--- config.mk ---
export PLATFORM = sky130hd
export DESIGN_NAME = jsqr_responder_flat
export DESIGN_NICKNAME = d
export VERILOG_FILES = /design/src/pkg/jsqr_pkg.sv /design/src/pkg/jsqr_link_if.sv /design/src/hw/jsqr_startup_timer.sv /design/src/hw/jsqr_responder.sv /design/src/flat_wrapper.sv
export VERILOG_INCLUDE_DIRS = /design/src /design/src/pkg
export SDC_FILE = /design/constraint.sdc
export NUM_CORES = 1
export LEC_CHECK = 0
export BUFFER_PORTS_ARGS = -buffer_cell sky130_fd_sc_hd__buf_2
export CORE_MARGIN = 3
export CORE_UTILIZATION = 55
export CTS_CLUSTER_SIZE = 25
export DETAILED_ROUTE_END_ITERATION = 7
export MAX_ROUTING_LAYER = met4
export PLACE_DENSITY = 0.95
export SYNTH_ARGS = -nofsm -noshare
export SYNTH_HDL_FRONTEND = slang
export SYNTH_SLANG_ARGS = --single-unit
--- constraint.sdc ---
create_clock -name clk -period 5.4 [get_ports clk]
set_input_delay 0.54 -clock clk [delete_from_list [all_inputs] [get_ports clk]]
set_output_delay 0.54 -clock clk [all_outputs]
set_load 0.01 [all_outputs]
--- src/pkg/jsqr_regs.svh ---
// constants of the status query responder: message ids, bit positions, timing
// assumes inclusion by its bare name from the hw files
// Functional notes
// requester asks through a standard request message
// self-test reply: priority 6, group 65363, two bytes
// self-test bit 0 flags internal software fault
// bit 1 set during init or over-range
// bit 2 data error mirrors bit 5
// bit 3 set until initialization completes
// bit 4 set while rotation/acceleration over limit
// algorithm reset command clears algorithm faults
// bit 6 flags checksum fault or nvm write
// status reply: priority 6, group 65364, two bytes
// status bit 0 is OR of alerts; code ORs bits 1-3 only, attitude bit 10 stays out
// bits 1,2,3,10 carry the programmable alerts
// status bit 7 shows nvm write open
// status bit 8 shows algorithm starting
// status bit 11 shows yaw turn indicator
// status bit 12 shows over-range; controller resets
// set commands broadcast; foreign address discarded
// save command: priority 6, group 65361, three bytes
// unit answers save with success or failure
// save bytes: kind, address, success flag
// reserved bits always read zero
`ifndef JSQR_REGS_SVH
`define JSQR_REGS_SVH
// ----------------------------------------------------------------
// message identities
// ----------------------------------------------------------------
`define JSQR_PRIO 3'h6
`define JSQR_PF 8'hff
`define JSQR_PS_ALGO_RESET 8'h50
`define JSQR_PS_SAVE 8'h51
`define JSQR_PS_SELFTEST 8'h53
`define JSQR_PS_STATUS 8'h54
`define JSQR_LEN_WORD 4'h2
`define JSQR_LEN_SAVE 4'h3
// ----------------------------------------------------------------
// save payload byte values
// ----------------------------------------------------------------
`define JSQR_SAVE_REQ 8'h00
`define JSQR_SAVE_RSP 8'h01
`define JSQR_SAVE_FAIL 8'h00
`define JSQR_SAVE_OK 8'h01
// ----------------------------------------------------------------
// self-test word bit positions
// ----------------------------------------------------------------
`define JSQR_ST_SWF 0
`define JSQR_ST_ALGO 1
`define JSQR_ST_DATA 2
`define JSQR_ST_INIT 3
`define JSQR_ST_RANGE 4
`define JSQR_ST_DMIR 5
`define JSQR_ST_CAL 6
// ----------------------------------------------------------------
// status word bit positions
// ----------------------------------------------------------------
`define JSQR_SS_SUM 0
`define JSQR_SS_HW 1
`define JSQR_SS_SW 2
`define JSQR_SS_SENS 3
`define JSQR_SS_NVM 7
`define JSQR_SS_START 8
`define JSQR_SS_ATT 10
`define JSQR_SS_YAW 11
`define JSQR_SS_LIMIT 12
// ----------------------------------------------------------------
// timing: startup time in ms, cycles at 100 MHz
// ----------------------------------------------------------------
`define JSQR_INIT_MS 2000
`define JSQR_CLK_KHZ 100000
`define JSQR_INIT_CYCLES (`JSQR_INIT_MS * `JSQR_CLK_KHZ)
`endif

--- src/pkg/jsqr_pkg.sv ---
// types of the status query link: the message frame both ends share, the responder states
// assumes the constants header sits beside it
package jsqr_pkg;
  // message frame as carried on the link
  typedef struct packed {
    logic [2:0] prio;
    logic [7:0] pf;
    logic [7:0] ps;
    logic [7:0] src;
    logic [3:0] len;
    logic [23:0] data;
  } jsqr_msg_type;
  // responder sequencing
  typedef enum logic [1:0] {
    JSQR_IDLE,
    JSQR_SAVING,
    JSQR_REPLY
  } jsqr_state_type;
endpackage

--- src/pkg/jsqr_link_if.sv ---
// message link between the controller and the responder
// assumes one shared clock and reset, valid/ready handshakes each way
`timescale 1ns/1ps
interface jsqr_link_if (
  input wire logic clk,
  input wire logic rst_n
);
  // controller to responder
  logic reqValid;
  logic reqReady;
  jsqr_pkg::jsqr_msg_type reqMsg;
  // responder to controller
  logic rspValid;
  logic rspReady;
  jsqr_pkg::jsqr_msg_type rspMsg;
  modport responder (
    input clk, rst_n, reqValid, reqMsg, rspReady,
    output reqReady, rspValid, rspMsg
  );
  modport controller (
    input clk, rst_n, reqReady, rspValid, rspMsg,
    output reqValid, reqMsg, rspReady
  );
endinterface

--- src/hw/jsqr_startup_timer.sv ---
// startup timer: holds busy for a set count after reset or restart
// assumes a single clock; restart is a one-cycle pulse
`timescale 1ns/1ps
module jsqr_startup_timer #(
  parameter int unsigned CYCLES = 200000000
) (
  // clock and reset
  input wire logic clk,
  input wire logic rst_n,
  // control
  input wire logic restart,
  // state
  output logic busy
);
  logic [31:0] count; // cycles left
  logic [31:0] next_count;
  // ----------------------------------------------------------------
  // countdown
  // ----------------------------------------------------------------
  // next value of the countdown
  always_comb begin
    if (restart) begin
      next_count = CYCLES[31:0];
    end else if (count != 32'h0) begin
      next_count = count - 32'h1;
    end else begin
      next_count = count;
    end
  end
  // register; reset loads the full count so startup lasts as long as after a restart
  always_ff @(posedge clk or negedge rst_n) begin
    if (!rst_n) begin
      count <= CYCLES[31:0];
    end else begin
      count <= next_count;
    end
  end
  assign busy = (count != 32'h0);
endmodule

--- src/hw/jsqr_responder.sv ---
// responder end: answers self-test and status requests, runs the save exchange
// assumes the controller holds a request until reqReady; one request at a time
`timescale 1ns/1ps
`include "jsqr_regs.svh"
module jsqr_responder #(
  parameter int unsigned INIT_CYCLES = `JSQR_INIT_CYCLES,
  parameter logic [7:0] OWN_ADDR = 8'h80
) (
  // link
  jsqr_link_if.responder link,
  // sensor conditions
  input wire logic swFaultFlag,
  input wire logic rangeExceeded,
  input wire logic dataFaultFlag,
  input wire logic calChecksumFault,
  input wire logic hwAlert,
  input wire logic swAlert,
  input wire logic sensingAlert,
  input wire logic attitudeAlert,
  input wire logic yawTurnIndicator,
  input wire logic nvmWriteOpen,
  // nvm save port
  input wire logic nvmDone,
  input wire logic nvmOk,
  // user side outputs
  output logic nvmSaveStart,
  output logic algoRestart,
  output logic algoStarting
);
  // ----------------------------------------------------------------
  // state and storage
  // ----------------------------------------------------------------
  jsqr_pkg::jsqr_state_type state; // sequence state
  jsqr_pkg::jsqr_state_type next_state;
  jsqr_pkg::jsqr_msg_type rsp; // pending answer
  jsqr_pkg::jsqr_msg_type next_rsp;
  logic rspValid, next_rspValid;
  logic reqReady, next_reqReady;
  logic saveStart, next_saveStart;
  logic restartPulse, next_restartPulse;
  logic starting, next_starting;
  logic nvmBusy, next_nvmBusy; // save writing to nvm
  logic [7:0] saveReq; // requester of a running save
  logic [7:0] next_saveReq;
  logic initBusy; // timer running
  logic [15:0] selfWord, statusWord;
  logic accept; // request taken this cycle
  logic forUs; // set command addressed here
  logic isSet; // message is a set command
  // ----------------------------------------------------------------
  // startup timer
  // ----------------------------------------------------------------
  // restarted by algorithm reset; shared by reset and restart paths
  jsqr_startup_timer #(.CYCLES(INIT_CYCLES)) timer (
    .clk(link.clk),
    .rst_n(link.rst_n),
    .restart(restartPulse),
    .busy(initBusy)
  );
  // ----------------------------------------------------------------
  // answer words
  // ----------------------------------------------------------------
  // reserved positions stay zero by starting from zero
  // words follow the inputs live; an answer holds them as they stood at the take
  always_comb begin
    // self-test word
    selfWord = 16'h0;
    selfWord[`JSQR_ST_SWF] = swFaultFlag;
    // range input is cleared by the algorithm restart outside too
    selfWord[`JSQR_ST_ALGO] = starting | rangeExceeded;
    selfWord[`JSQR_ST_DATA] = dataFaultFlag;
    selfWord[`JSQR_ST_DMIR] = dataFaultFlag;
    selfWord[`JSQR_ST_INIT] = starting;
    selfWord[`JSQR_ST_RANGE] = rangeExceeded;
    selfWord[`JSQR_ST_CAL] = calChecksumFault | nvmBusy;
    // status word; the attitude alert stays out of the summary bit
    statusWord = 16'h0;
    statusWord[`JSQR_SS_HW] = hwAlert;
    statusWord[`JSQR_SS_SW] = swAlert;
    statusWord[`JSQR_SS_SENS] = sensingAlert;
    statusWord[`JSQR_SS_ATT] = attitudeAlert;
    statusWord[`JSQR_SS_SUM] = hwAlert | swAlert | sensingAlert;
    statusWord[`JSQR_SS_NVM] = nvmWriteOpen;
    statusWord[`JSQR_SS_START] = starting;
    statusWord[`JSQR_SS_YAW] = yawTurnIndicator;
    statusWord[`JSQR_SS_LIMIT] = rangeExceeded;
  end
  // ----------------------------------------------------------------
  // request decode and sequencing
  // ----------------------------------------------------------------
  // decode looks at the request as it stands; it only counts when taken
  assign accept = link.reqValid & reqReady;
  assign isSet = (link.reqMsg.ps == `JSQR_PS_SAVE) || (link.reqMsg.ps == `JSQR_PS_ALGO_RESET);
  assign forUs = (link.reqMsg.data[15:8] == OWN_ADDR);
  // next state, answer and strobes
  always_comb begin
    // defaults: hold state and answer, strobes low
    next_state = state;
    next_rsp = rsp;
    next_rspValid = rspValid;
    next_reqReady = 1'b0;
    next_saveStart = 1'b0;
    next_restartPulse = 1'b0;
    // the restart pulse covers the cycle before the timer reloads, so the
    // startup flag does not drop for one cycle after an algorithm reset
    next_starting = initBusy | restartPulse;
    next_nvmBusy = nvmBusy;
    next_saveReq = saveReq;
    case (state)
      jsqr_pkg::JSQR_IDLE: begin
        // one-cycle ready so each request is taken once
        next_reqReady = link.reqValid & ~reqReady;
        if (accept && link.reqMsg.pf == `JSQR_PF) begin
          next_rsp = '0;
          next_rsp.prio = `JSQR_PRIO;
          next_rsp.pf = `JSQR_PF;
          next_rsp.src = OWN_ADDR;
          next_rsp.ps = link.reqMsg.ps;
          next_reqReady = 1'b0;
          // a set command for another unit is dropped without an answer
          if (isSet && !forUs) begin
            next_state = jsqr_pkg::JSQR_IDLE;
          end else if (link.reqMsg.ps == `JSQR_PS_SELFTEST) begin
            // queries answer at once with the word sampled now
            next_rsp.len = `JSQR_LEN_WORD;
            next_rsp.data = {8'h0, selfWord};
            next_rspValid = 1'b1;
            next_state = jsqr_pkg::JSQR_REPLY;
          end else if (link.reqMsg.ps == `JSQR_PS_STATUS) begin
            next_rsp.len = `JSQR_LEN_WORD;
            next_rsp.data = {8'h0, statusWord};
            next_rspValid = 1'b1;
            next_state = jsqr_pkg::JSQR_REPLY;
          end else if (link.reqMsg.ps == `JSQR_PS_SAVE &&
                       link.reqMsg.data[7:0] == `JSQR_SAVE_REQ) begin
            // remember who asked; the answer goes back with that address
            next_saveReq = link.reqMsg.src;
            next_saveStart = 1'b1;
            next_nvmBusy = 1'b1;
            next_state = jsqr_pkg::JSQR_SAVING;
          end else if (link.reqMsg.ps == `JSQR_PS_ALGO_RESET) begin
            // no answer frame; the startup phase begins again
            next_restartPulse = 1'b1;
            next_starting = 1'b1;
          end
        end
      end
      jsqr_pkg::JSQR_SAVING: begin
        // the memory reports its result in a one-cycle pulse; no new
        // request is taken meanwhile, so the pulse cannot be missed
        if (nvmDone) begin
          next_nvmBusy = 1'b0;
          next_rsp.len = `JSQR_LEN_SAVE;
          // byte 2 result, byte 1 requester address, byte 0 response
          next_rsp.data = {(nvmOk ? `JSQR_SAVE_OK : `JSQR_SAVE_FAIL),
                           saveReq, `JSQR_SAVE_RSP};
          next_rspValid = 1'b1;
          next_state = jsqr_pkg::JSQR_REPLY;
        end
      end
      jsqr_pkg::JSQR_REPLY: begin
        // answer stands until the controller takes it
        if (link.rspReady) begin
          next_rspValid = 1'b0;
          next_state = jsqr_pkg::JSQR_IDLE;
        end
      end
      default: begin
        // unused code: drop any answer and go idle
        next_state = jsqr_pkg::JSQR_IDLE;
        next_rspValid = 1'b0;
      end
    endcase
  end
  // ----------------------------------------------------------------
  // registers
  // ----------------------------------------------------------------
  // reset puts the unit in its startup phase with nothing pending
  always_ff @(posedge link.clk or negedge link.rst_n) begin
    if (!link.rst_n) begin
      state <= jsqr_pkg::JSQR_IDLE;
      rsp <= '0;
      rspValid <= 1'b0;
      reqReady <= 1'b0;
      saveStart <= 1'b0;
      restartPulse <= 1'b0;
      starting <= 1'b1;
      nvmBusy <= 1'b0;
      saveReq <= 8'h0;
    end else begin
      state <= next_state;
      rsp <= next_rsp;
      rspValid <= next_rspValid;
      reqReady <= next_reqReady;
      saveStart <= next_saveStart;
      restartPulse <= next_restartPulse;
      starting <= next_starting;
      nvmBusy <= next_nvmBusy;
      saveReq <= next_saveReq;
    end
  end
  // ----------------------------------------------------------------
  // outputs
  // ----------------------------------------------------------------
  // every output comes straight from a register
  assign link.reqReady = reqReady;
  assign link.rspValid = rspValid;
  assign link.rspMsg = rsp;
  assign nvmSaveStart = saveStart;
  assign algoRestart = restartPulse;
  assign algoStarting = starting;
endmodule

--- src/flat_wrapper.sv ---
// flat-port wrapper written by rule: the top's interface ports become plain ports
module jsqr_responder_flat 
#(
  parameter int unsigned INIT_CYCLES = `JSQR_INIT_CYCLES,
  parameter logic [7:0] OWN_ADDR = 8'h80
)
  (swFaultFlag, rangeExceeded, dataFaultFlag, calChecksumFault, hwAlert, swAlert, sensingAlert, attitudeAlert, yawTurnIndicator, nvmWriteOpen, nvmDone, nvmOk, nvmSaveStart, algoRestart, algoStarting, clk, rst_n, link_reqValid, link_reqMsg, link_rspReady, link_reqReady, link_rspValid, link_rspMsg);
  jsqr_link_if link_i (.clk(clk), .rst_n(rst_n));
  input wire logic swFaultFlag;
  input wire logic rangeExceeded;
  input wire logic dataFaultFlag;
  input wire logic calChecksumFault;
  input wire logic hwAlert;
  input wire logic swAlert;
  input wire logic sensingAlert;
  input wire logic attitudeAlert;
  input wire logic yawTurnIndicator;
  input wire logic nvmWriteOpen;
  input wire logic nvmDone;
  input wire logic nvmOk;
  output logic nvmSaveStart;
  output logic algoRestart;
  output logic algoStarting;
  input wire logic clk;
  input wire logic rst_n;
  input wire logic [$bits(link_i.reqValid)-1:0] link_reqValid;
  input wire logic [$bits(link_i.reqMsg)-1:0] link_reqMsg;
  input wire logic [$bits(link_i.rspReady)-1:0] link_rspReady;
  output wire logic [$bits(link_i.reqReady)-1:0] link_reqReady;
  output wire logic [$bits(link_i.rspValid)-1:0] link_rspValid;
  output wire logic [$bits(link_i.rspMsg)-1:0] link_rspMsg;
  assign link_i.reqValid = link_reqValid;
  assign link_i.reqMsg = link_reqMsg;
  assign link_i.rspReady = link_rspReady;
  assign link_reqReady = link_i.reqReady;
  assign link_rspValid = link_i.rspValid;
  assign link_rspMsg = link_i.rspMsg;
  jsqr_responder #(.INIT_CYCLES(INIT_CYCLES), .OWN_ADDR(OWN_ADDR)) u_core (.link(link_i), .swFaultFlag(swFaultFlag), .rangeExceeded(rangeExceeded), .dataFaultFlag(dataFaultFlag), .calChecksumFault(calChecksumFault), .hwAlert(hwAlert), .swAlert(swAlert), .sensingAlert(sensingAlert), .attitudeAlert(attitudeAlert), .yawTurnIndicator(yawTurnIndicator), .nvmWriteOpen(nvmWriteOpen), .nvmDone(nvmDone), .nvmOk(nvmOk), .nvmSaveStart(nvmSaveStart), .algoRestart(algoRestart), .algoStarting(algoStarting));
endmodule
==> results of run 1 <==
-- placed cells by master, fill, tap and decap left out, types with 9 or more instances in the layout --
cell and count:
or4_1 9, nor3_1 10, mux2_2 20, inv_1 11, or3_1 25, dfstp_2 13, buf_2 98, o31ai_1 9
nand3_1 13, nand2_1 33, nor2_1 20, o21ai_0 24, clkbuf_8 9, dfrtp_1 63, a21oi_1 21, conb_1 17
-- flip-flops by register name (all words and copies together), names as in the netlist --
register and count:
u_core.state 2, u_core.link.rspValid 1, u_core.saveReq 8, u_core.timer.count 32, u_core.algoStarting 1, u_core.link.rspMsg 28, u_core.nvmBusy 1, u_core.algoRestart 1
u_core.link.reqReady 1, u_core.nvmSaveStart 1
-- synth_stat cells (2+ instances only) --
library cell and number:
o21a_1 2, nand3b_1 2, nand4b_1 2, o2111ai_1 2, or4_1 9, buf_6 2
or3b_2 2, nand2b_1 3, a22o_1 2, o211ai_1 2, a32o_1 2, nand3_1 13
nand2_1 33, ha_1 2, nor3_1 10, buf_4 27, or3_1 25, inv_1 11
nor3b_1 3, mux2_2 20, clkbuf_1 10, nor2b_1 5, a31oi_1 4, a21oi_1 21
and3_1 3, o31ai_1 9, dfstp_2 13, o21ai_1 6, nor2_1 20, nand4_1 3
or2_2 6, dfrtp_1 63, o21ai_0 24, nor4_1 9
-- critical path: cells and delay by family (launching register included) --
kind	cells	cell delay [ns]
flip-flops	1	0.38
multiplexers	1	0.32
AND/OR/NAND/NOR	4	2.32
-- stage by stage --
step,instances,setup WS (ns),utilization,hold WS [ns]
floorplan,411,2.955,-,0.2444
global placement,567,2.385,0.6353,0.4399
detailed placement,567,2.306,0.6353,0.4415
CTS,582,2.277,0.6654,0.3854
global route,582,2.086,0.6654,0.3902
finish,582,2.269,0.6654,0.3937
-- area by class of cell --
cell class / instances / area [µm²] / area share
sequential: 76 / 1918 / 0.4220
multi-input combinational: 283 / 1752 / 0.3854
timing repair buffer: 100 / 505.5 / 0.1112
clock buffer: 10 / 127.6 / 0.02808
tap: 96 / 120.1 / 0.02642
clock inverter: 5 / 77.57 / 0.01707
inverter: 12 / 45.04 / 0.009909
-- kinds of logic (layout without fill, tap and decap cells) --
family | after synthesis | after routing | synth area share
AND/OR/NAND/NOR | 156 | 156 | 0.2256
AO/OA/AOI/OAI | 85 | 85 | 0.1329
flip-flops | 76 | 76 | 0.4898
buffers and inverters | 52 | 127 | 0.07987
multiplexers | 21 | 21 | 0.06007
adder cells (fa/ha/maj) | 2 | 2 | 0.006389
XOR/XNOR | 2 | 2 | 0.004474
other | 1 | 17 | 0.0009575
-- routing by layer --
layer | GRT usage | vias to the layer above
li1 | - | 1567
met1 | 0.2621 | 1618
met2 | 0.3995 | 173
met3 | 0.05250 | 25
met4 | 0.07143 | 0
met5 | - | -
-- final timing paths --
check / start / endpoint / slack (ns) / depth (start not counted)
worst min register to register: u_core.link.reqReady$_DFF_PN0_ / u_core.link.reqReady$_DFF_PN0_ / 0.45 / 1
min in group clk: nvmOk / u_core.link.rspMsg[16]$_DFFE_PN0P_ / 0.40 / 3
worst max-delay path: u_core.timer.count[16]$_DFFE_PN1P_ / u_core.timer.count[6]$_DFFE_PN0P_ / 2.27 / 5
worst min-delay path: rst_n / u_core.link.reqReady$_DFF_PN0_ / 0.39 / 2
worst max register to register: u_core.timer.count[16]$_DFFE_PN1P_ / u_core.timer.count[6]$_DFFE_PN0P_ / 2.27 / 5
max in group asynchronous: rst_n / u_core.timer.count[6]$_DFFE_PN0P_ / 4.38 / 2
-- where the power goes --
group	switching (mW)	internal, mW	leakage, nW
logic	0.233	0.176	1.13
registers	0.104	0.702	0.971
clock network	0.211	0.256	0.102
==> metrics.md, run 1 <==
| Metric | Value |
|---|---|
| Peak VDD IR | `0.0001972 V` |
| Crit-path cells | `or4_1, or3b_4, nor4_4, nor4_1, mux2_2` |
| Avg Cell Area, Syn | `9.915 µm²` |
| CTS tree | `done` |
| Via-per-instance ratio | `5.813` |
| Vias in the first global route | `3330` |
| Final Cycle Share | `0.5797` |
| GP Congestion | `0.8562` |
| Clock root cell | `clkbuf_8` |
| Drt first pass iters | `6` |
| DR WL/cell | `15.66 µm` |
| Postcts setup bufs | `0` |
| Final cell area excluding filler cells | `0.004546 mm²` |
| DPL Wire Length | `6446 µm` |
| Crit Path Class | `register to register` |
| Post_cts resized | `0` |
| Pwr Total | `1.683 mW` |
| Routed WL | `9112 µm` |
| Commonest register cell after synthesis | `dfrtp_1` |
| Pwr dens | `370.3 mW/mm²` |
| Layout Skew | `0.01112 ns` |
| EDFF count, synth | `0` |
| Crit-path max cell delay | `1.03 ns` |
| I/O Pins | `131` |
| Synth Cell Area | `0.003916 mm²` |
| Area growth, synth to finish | `16.07%` |
| Final ANT Viol Nets | `0` |
| Ys async rst share | `1.000` |
| Worst EP arrival | `3.36 ns` |
| Reg clk slew, reported paths | `0.08 ns` |
| Initial antenna violation count | `0` |
| DR top layer | `met4` |
| Layout fillers | `513` |
| Initial Utilization | `0.5733` |
| Met2 routed WL | `4722 µm` |
| Cells after Synth | `395` |
| Max-slew violations | `0` |
| Grt total ovfl | `0` |
| Inserted Clock Buffers | `9` |
| Top cell type's share of synthesized area | `0.4026` |
| Synthesized flop and latch total | `76` |
| Worst-Margin Slew | `1.186 ns` |
| Share of post-route cells with drive strength above 1 | `0.3333` |
| Ant diodes | `0` |
| Post-synth top area cell | `dfrtp_1` |
| Largest net degree at the start of global routing | `77` |
| Max_cap viols | `0` |
| LEAKAGE | `2.206 nW` |
| Synth Warn # | `0` |
| Detailed-routed wire length on met3 | `698 µm` |
| H-tree depth | `3` |
| Global-route wire length before repair | `15110 µm` |
| DRC Markers | `0` |
| Count of cell types in the netlist | `59` |
| TritonCTS Sinks | `76` |
| Slowest cell on the critical path | `nor4_4` |
| Vias | `3383` |
| Final setup viols | `0` |
| Sum Neg Setup Slack | `0 ns` |
| Seq/Total Area, Yosys | `0.4898` |
| Largest cells by area after synthesis | `dfrtp_1 (40%), dfstp_2 (8.7%), mux2_2 (5.8%), buf_4 (5.2%), or3_1 (4.0%)` |
| Crit-path max FO | `28` |
| Run status | `complete, no violations` |
| Area of the die | `0.008169 mm²` |
| RSZ-0062 raised after global routing | `false` |
| FMAX | `0.3194 GHz` |
| GRT Util Overall | `0.2288` |
| Num rows | `30` |
| Final hold vios | `0` |
| Worst Hold Class | `input pin to async pin` |
| Wl on met1 | `3567 µm` |
| Period minus WS final | `3.131 ns` |
| WP data required | `5.63 ns` |
| Total core area | `0.006832 mm²` |
| CTS Buffer Depth | `2` |
| Clock Latency Late Sink | `0.35 ns` |
| DRT iter0 DRCs | `225` |
| Final nets | `555` |
| Slew HR | `0.2031` |
| # hold bufs at CTS | `0` |
| Port-buffer cells | `98` |
| Die X-Extent | `90.38 µm` |
| Die Height | `90.38 µm` |
| Area post-placement | `0.004340 mm²` |
| Crit. End Element | `register` |
| Worst Setup Start Kind | `register` |
(Power assumes the default switching activity.)
==> run 2: changes to the inputs <==
--- a/config.mk
+++ b/config.mk
@@ -6,13 +6,14 @@
 export SDC_FILE = /design/constraint.sdc
 export NUM_CORES = 1
 export LEC_CHECK = 0
+export ABC_AREA = 1
 export BUFFER_PORTS_ARGS = -buffer_cell sky130_fd_sc_hd__buf_2
 export CORE_MARGIN = 3
-export CORE_UTILIZATION = 55
+export CORE_UTILIZATION = 52
 export CTS_CLUSTER_SIZE = 25
 export DETAILED_ROUTE_END_ITERATION = 7
 export MAX_ROUTING_LAYER = met4
-export PLACE_DENSITY = 0.95
+export PLACE_DENSITY = 0.89
 export SYNTH_ARGS = -nofsm -noshare
 export SYNTH_HDL_FRONTEND = slang
 export SYNTH_SLANG_ARGS = --single-unit
==> constraint.sdc (replaced) <==
create_clock -name clk -period 2.9 [get_ports clk]
set_input_delay 0.29 -clock clk [delete_from_list [all_inputs] [get_ports clk]]
set_output_delay 0.29 -clock clk [all_outputs]
set_load 0.01 [all_outputs]
==> run 2 against run 1 <==
Register-to-register slack worse by 1.3 ns. Combinational power grew to 2.6 times the previous value. Synthesized cell count grew 48%. Design area rose by 12%. Clock-buffer cell count fell by 1. Critical path type unchanged. Maximum frequency grew 60%. Synthesized area is 13% higher. Non-clock buffer count fell by 1. Setup slack worse by 1.3 ns. Highest routed layer unchanged. Cell count grew 35%.
==> metrics.md, run 2 <==
| Metric | Value |
|---|---|
| Run status | `complete, no violations` |
| H-tree depth | `3` |
| Crit Path Class | `register to register` |
| Port-buffer cells | `98` |
| Share of post-route cells with drive strength above 1 | `0.2767` |
| FMAX | `0.5113 GHz` |
| TritonCTS Sinks | `76` |
| WP data required | `3.13 ns` |
| Area growth, synth to finish | `15.50%` |
| DRC Markers | `0` |
| Most common cell after layout, fill and taps aside | `nand2_1` |
| Synth Warn # | `0` |
| Final nets | `751` |
| DR WL/cell | `13.57 µm` |
| Pre-CTS setup slack | `1.005 ns` |
| LEAKAGE | `2.786 nW` |
| Worst Hold Class | `input pin to async pin` |
| Final setup viols | `0` |
| Commonest register cell after synthesis | `dfrtp_1` |
| Sum Neg Setup Slack | `0 ns` |
| Peak VDD IR | `0.0002929 V` |
| Crit-path max FO | `16` |
| Clock Latency Late Sink | `0.36 ns` |
| Worst EP arrival | `2.18 ns` |
| Postcts setup bufs | `0` |
| RSZ-0062 raised after global routing | `false` |
| Die X-Extent | `98.16 µm` |
| Ys async rst share | `1.000` |
| Layout fillers | `656` |
| Ant diodes | `0` |
| Slew HR | `0.3810` |
| Avg Cell Area, Syn | `7.537 µm²` |
| Worst Setup Start Kind | `register` |
| GP Congestion | `0.9933` |
| Initial Utilization | `0.5543` |
| Drt first pass iters | `5` |
| Non-Filler Instances | `785` |
| Via-per-instance ratio | `5.214` |
| Vias in the first global route | `4136` |
| Vias | `4093` |
| # hold bufs at CTS | `0` |
| Worst-Margin Slew | `0.9285 ns` |
| Final ANT Viol Nets | `0` |
| Placed Cells | `769` |
| Count of cell types in the netlist | `41` |
| Post_cts resized | `0` |
| DPL Wire Length | `8049 µm` |
| Routed WL | `10650 µm` |
| Global-route wire length before repair | `18440 µm` |
| Period minus WS final | `1.956 ns` |
| Top reg by flops | `u_core.timer.count` |
| I/O Pins | `131` |
| DRT iter0 DRCs | `226` |
| Area of the die | `0.009635 mm²` |
| Synth Cell Area | `0.004417 mm²` |
| Clock root cell | `clkbuf_8` |
| Die Height | `98.16 µm` |
| Reg clk slew, reported paths | `0.09 ns` |
| Post-synth top cells | `nand2_1 (150), nor2_1 (78), dfrtp_1 (63)` |
| Grt total ovfl | `0` |
| GRT Util Overall | `0.2415` |
| Largest net degree at the start of global routing | `77` |
| Max_cap viols | `0` |
| Cells after Synth | `586` |
| Seq/Total Area, Yosys | `0.4343` |
| Post-synth top area cell | `dfrtp_1` |
| Pwr dens | `724.1 mW/mm²` |
| EDFF count, synth | `0` |
| Total core area | `0.007968 mm²` |
| CTS Buffer Depth | `2` |
| Layout Skew | `0.01115 ns` |
| Inserted Clock Buffers | `9` |
| Num rows | `32` |
| Final hold vios | `0` |
| Max reg flops | `32` |
| Top cell type's share of synthesized area | `0.3569` |
| Synthesized flop and latch total | `76` |
| Most frequent cells in the layout | `nand2_1 (150), buf_2 (97), nor2_1 (78), dfrtp_1 (63), inv_1 (53)` |
| Max-slew violations | `0` |
| Crit. End Element | `register` |
| Largest cells by area after synthesis | `dfrtp_1 (36%), nand2_1 (13%), dfstp_2 (7.7%), nor2_1 (6.6%), nand3_1 (5.7%)` |
| Setup ws final | `0.9440 ns` |
| Final Cycle Share | `0.6745` |
| Most common cell in the netlist | `nand2_1` |
| Initial antenna violation count | `0` |
| CTS tree | `done` |
run 2: changes by cell type in the layout (fill, tap and decap cells not counted), sizes merged, moves of 5 or more:
| cell | change |
|---|---|
| a21oi | -8 |
| inv | +59 |
| mux2 | -20 |
| nand2 | +123 |
| nand3 | +39 |
| nand4 | +8 |
| nor2 | +87 |
| nor2b | -5 |
| nor4 | -7 |
| o21ai | -11 |
| o31ai | -8 |
| or3 | -25 |
| or4 | -9 |
run 2: cells by family (layout without fill, tap and decap cells):
| kind of cell | after synthesis | count (layout) | synth area share |
|---|---|---|---|
| compound gates | 44 | 44 | 0.05807 |
| xor+xnor | 3 | 3 | 0.005950 |
| other cells | 1 | 17 | 0.0008490 |
| fa+ha+maj | 2 | 2 | 0.005665 |
| simple gates | 356 | 356 | 0.3779 |
| flops | 76 | 76 | 0.4343 |
| buf+inv | 104 | 185 | 0.1173 |
run 2: cell type report:
| type | instances | area, µm² | share of cell area |
|---|---|---|---|
| inverters | 70 | 269.0 | 0.05273 |
| clock inverters | 7 | 121.4 | 0.02379 |
| well taps | 102 | 127.6 | 0.02502 |
| flip-flops and latches | 76 | 1918 | 0.3760 |
| repair buffers | 99 | 500.5 | 0.09811 |
| multi-input cells | 422 | 2041 | 0.4000 |
| clock buffers | 9 | 123.9 | 0.02428 |
run 2: path summary, 6_finish.rpt:
path	start	end	slack, ns	cells past startpoint
max in group asynchronous	rst_n	u_core.link.rspMsg[2]$_DFFE_PN0P_	2.24	1
worst min-delay path	rst_n	u_core.link.rspMsg[40]$_DFFE_PN0P_	0.08	1
min in group clk	link_reqMsg[33]	u_core.saveReq[5]$_DFFE_PN0P_	0.12	3
worst max-delay path	u_core.link.reqReady$_DFF_PN0_	u_core.link.rspMsg[25]$_DFFE_PN0P_	0.94	8
worst max register to register	u_core.link.reqReady$_DFF_PN0_	u_core.link.rspMsg[25]$_DFFE_PN0P_	0.94	8
worst min register to register	u_core.link.reqReady$_DFF_PN0_	u_core.link.reqReady$_DFF_PN0_	0.45	1
run 2: routing by layer:
layer  wire length (µm)  up-vias  share of wire  GRT usage
met4                306        0          0.029     0.1082
met3                757       32          0.071    0.05571
met2               5135      149           0.48     0.3838
met1               4453     1911           0.42     0.2942
met5                  0        -              0          -
li1                   -     2001              -          -
run 2: critical path, cell delays in order, from the launching register on:
cell and delay [ns]:
dfrtp_1 0.40, nand2_1 0.07, inv_1 0.05, nand3_1 0.19
inv_2 0.07, nand2_1 0.39, nand2_1 0.32, o31ai_1 0.22
nand2_1 0.11
run 2: per-stage QoR:
| step | total power [mW] | cell area, µm² | utilization | hold WS (ns) |
|---|---|---|---|---|
| floorplan | 2.420 | 4477 | - | -0.005591 |
| global placement | 2.644 | 4856 | 0.6095 | 0.4369 |
| detailed placement | 2.697 | 4856 | 0.6095 | 0.4378 |
| CTS | 3.711 | 5101 | 0.6402 | 0.1052 |
| global route | 3.980 | 5101 | 0.6402 | 0.1215 |
| finish | 3.694 | 5101 | 0.6402 | 0.07899 |
run 2: power by group:
part / total, mW / switching, mW / internal [mW] / leakage [nW]
Combinational: 1.08 / 0.671 / 0.409 / 1.70
Clock: 1.00 / 0.426 / 0.578 / 0.124
Sequential: 1.61 / 0.264 / 1.35 / 0.961
==> run 3: changes to the inputs <==
==> constraint.sdc (replaced) <==
create_clock -name clk -period 1.8 [get_ports clk]
set_input_delay 0.18 -clock clk [delete_from_list [all_inputs] [get_ports clk]]
set_output_delay 0.18 -clock clk [all_outputs]
set_load 0.01 [all_outputs]
==> run 3 against run 2 <==
Sequential power is 61% higher. Non-clock buffer count is 18 higher. Worst hold slack worse by 0.067 ns. Setup slack worse by 0.83 ns. Sequential cell count stayed put.
==> metrics.md, run 3 (synthesized netlist as in run 2, its figures left out) <==
| Metric | Value |
|---|---|
| Largest net degree at the start of global routing | `43` |
| Register Area | `0.001918 mm²` |
| Crit-path cells | `inv_1, ha_1, nand2_1, nor2_1, nand4_1, nand3_1, nand3_1` |
| Die X-Extent | `98.16 µm` |
| Crit-path max FO | `5` |
| Sw Pwr | `2.249 mW` |
| Clock Latency Late Sink | `0.36 ns` |
| Pre-CTS setup slack | `-0.1359 ns` |
| Worst EP arrival | `1.97 ns` |
| Most used cell, CP | `nand3_1` |
| CTS tree | `done` |
| CTS Buffer Depth | `2` |
| FMAX | `0.5916 GHz` |
| Slowest cell on the critical path | `dfrtp_1` |
| Final ANT Viol Nets | `0` |
| Share of post-route cells with drive strength above 1 | `0.2953` |
| Peak VDD IR | `0.0006136 V` |
| Routing usage on met1 | `0.2917` |
| GR peak layer | `met2` |
| DR WL/cell | `13.53 µm` |
| Most common cell after layout, fill and taps aside | `nand2_1` |
| TritonCTS Sinks | `76` |
| Final cell area excluding filler cells | `0.005221 mm²` |
| Crit Path Class | `register to register` |
| Inserted Clock Buffers | `9` |
| Reg-to-Reg Start | `u_core.timer.count[0]$_DFFE_PN0P_` |
| Most frequent cells in the layout | `nand2_1 (150), buf_2 (97), nor2_1 (77), dfrtp_1 (63), inv_1 (53)` |
| Crit-path max cell delay | `0.39 ns` |
| Worst Hold Class | `input pin to register` |
| Met3 Use GR | `0.04929` |
| Routed WL | `10860 µm` |
| H-tree depth | `3` |
| Met2 Usage GRT | `0.3843` |
| Grt total ovfl | `0` |
| Top reg by flops | `u_core.timer.count` |
| Comb pwr share | `0.311` |
| Vias | `4171` |
| Hold-critical path depth | `3` |
| Worst-Margin Slew | `0.5309 ns` |
| DRC Markers | `0` |
| Crit. End Element | `register` |
| Max_cap viols | `0` |
| I/O Pins | `131` |
| Layout Skew | `0.01580 ns` |
| Clock share of power | `0.240` |
| Num rows | `32` |
| Pint | `3.527 mW` |
| Slew HR | `0.6461` |
| Initial antenna violation count | `0` |
| Sum Neg Setup Slack | `0 ns` |
| Drt first pass iters | `5` |
| Layout fillers | `677` |
| Pwr dens | `1106 mW/mm²` |
| Reg clk slew, reported paths | `0.09 ns` |
| Area post-placement | `0.004996 mm²` |
| Global-route wire length before repair | `18000 µm` |
| Multi-input logic area | `0.002048 mm²` |
| Period minus WS final | `1.690 ns` |
| DRT iter0 DRCs | `251` |
| RR Endpoint | `u_core.timer.count[23]$_DFFE_PN1P_` |
| Worst Setup Start Kind | `register` |
| Final setup viols | `0` |
| Initial Utilization | `0.5543` |
| Area of the die | `0.009635 mm²` |
| Final Cycle Share | `0.9391` |
| Worst R2R Setup Slack | `0.11 ns` |
| Endpoint, Worst Hold | `u_core.saveReq[3]$_DFFE_PN0P_` |
| WHS | `0.01179 ns` |
| Sw Share | `0.3894` |
| Total core area | `0.007968 mm²` |
| LEAKAGE | `2.859 nW` |
| Max-slew violations | `0` |
| Max reg flops | `32` |
| Sequential fraction of design power | `0.450` |
| GRT Util Overall | `0.2333` |
| WP data required | `2.08 ns` |
| Die Height | `98.16 µm` |
| Ant diodes | `0` |
| Final hold vios | `0` |
| Final core occ | `0.6553` |
| Area growth, synth to finish | `18.22%` |
| RSZ-0062 raised after global routing | `false` |
| Setup ws final | `0.1095 ns` |
| Clock root cell | `clkbuf_8` |
| Reg2reg path depth | `7` |
| Vias in the first global route | `3975` |
| DPL Wire Length | `8373 µm` |
| Worst Hold Launch | `link_reqMsg[31]` |
| Via-per-instance ratio | `5.194` |
| Final nets | `769` |
| Run status | `complete, no violations` |
| GP Congestion | `0.9783` |
| Port-buffer cells | `98` |
[run 3: cell count changes in the layout (fill, tap and decap cells not counted), sizes merged]
cell / before / now
buf: 99 / 116
bufinv: 3 / 1
clkinvlp: 0 / 1
dlygate4sd3: 0 / 1
inv: 70 / 71
[run 3: repair_timing]
action / CTS / global route
cloned: 0 / 0
setup endpoints to repair: 17 / 1
endpoints found under the hold margin: 28 / 0
hold buffers: 1 / 0
setup buffers: 0 / 0
gates resized for setup: 1 / 1
[run 3: worst max-delay path: cells and delay by family, from the launching register on]
family	cells	cell delay, ns
AND/OR/NAND/NOR	5	0.80
buffers and inverters	1	0.15
flip-flops	1	0.39
adder cells (fa/ha/maj)	1	0.28
[run 3: area by class of cell]
| class | instances | share of cell area |
|---|---|---|
| Multi-Input combinational cell | 422 | 0.3923 |
| Sequential cell | 76 | 0.3674 |
| Timing Repair Buffer | 117 | 0.1246 |
| Inverter | 70 | 0.05152 |
| Tap cell | 102 | 0.02444 |
| Clock buffer | 9 | 0.02372 |
| Clock inverter | 7 | 0.01606 |
[run 3: metal layers]
metal,vias to the layer above,share of wire
li1,2032,-
met1,1939,0.42
met2,182,0.49
met3,18,0.072
met4,0,0.014
met5,-,0
[run 3: power by group through the flow]
stage	registers [mW]	logic [mW]	clock network, mW
final	2.60	1.80	1.38
after CTS	2.58	1.79	1.39
after floorplan	2.51	1.39	0
after global placement	2.59	1.71	0
after global routing	2.65	2.05	1.47
after detailed placement	2.61	1.78	0
[run 3: stage by stage]
step,power (mW),cells
2_1_floorplan,3.899,602
3_3_place_gp,4.304,786
3_5_place_dp,4.388,786
4_1_cts,5.763,803
5_1_grt,6.165,803
6_report,5.777,803
[run 3: how the worst max path moves through the flow]
stage          cells past startpoint                              start  slack, ns                                 end
2_1_floorplan                      9  u_core.timer.count[0]$_DFFE_PN0P_       0.30  u_core.timer.count[14]$_DFFE_PN1P_
3_3_place_gp                       8     u_core.link.reqReady$_DFF_PN0_       -0.1   u_core.link.rspMsg[3]$_DFFE_PN0P_
3_5_place_dp                       8     u_core.link.reqReady$_DFF_PN0_      -0.14   u_core.link.rspMsg[3]$_DFFE_PN0P_
4_1_cts                            7  u_core.timer.count[0]$_DFFE_PN0P_       0.15  u_core.timer.count[23]$_DFFE_PN1P_
5_1_grt                            7  u_core.timer.count[0]$_DFFE_PN0P_      0.002  u_core.timer.count[23]$_DFFE_PN1P_
6_report                           7  u_core.timer.count[0]$_DFFE_PN0P_       0.11  u_core.timer.count[23]$_DFFE_PN1P_
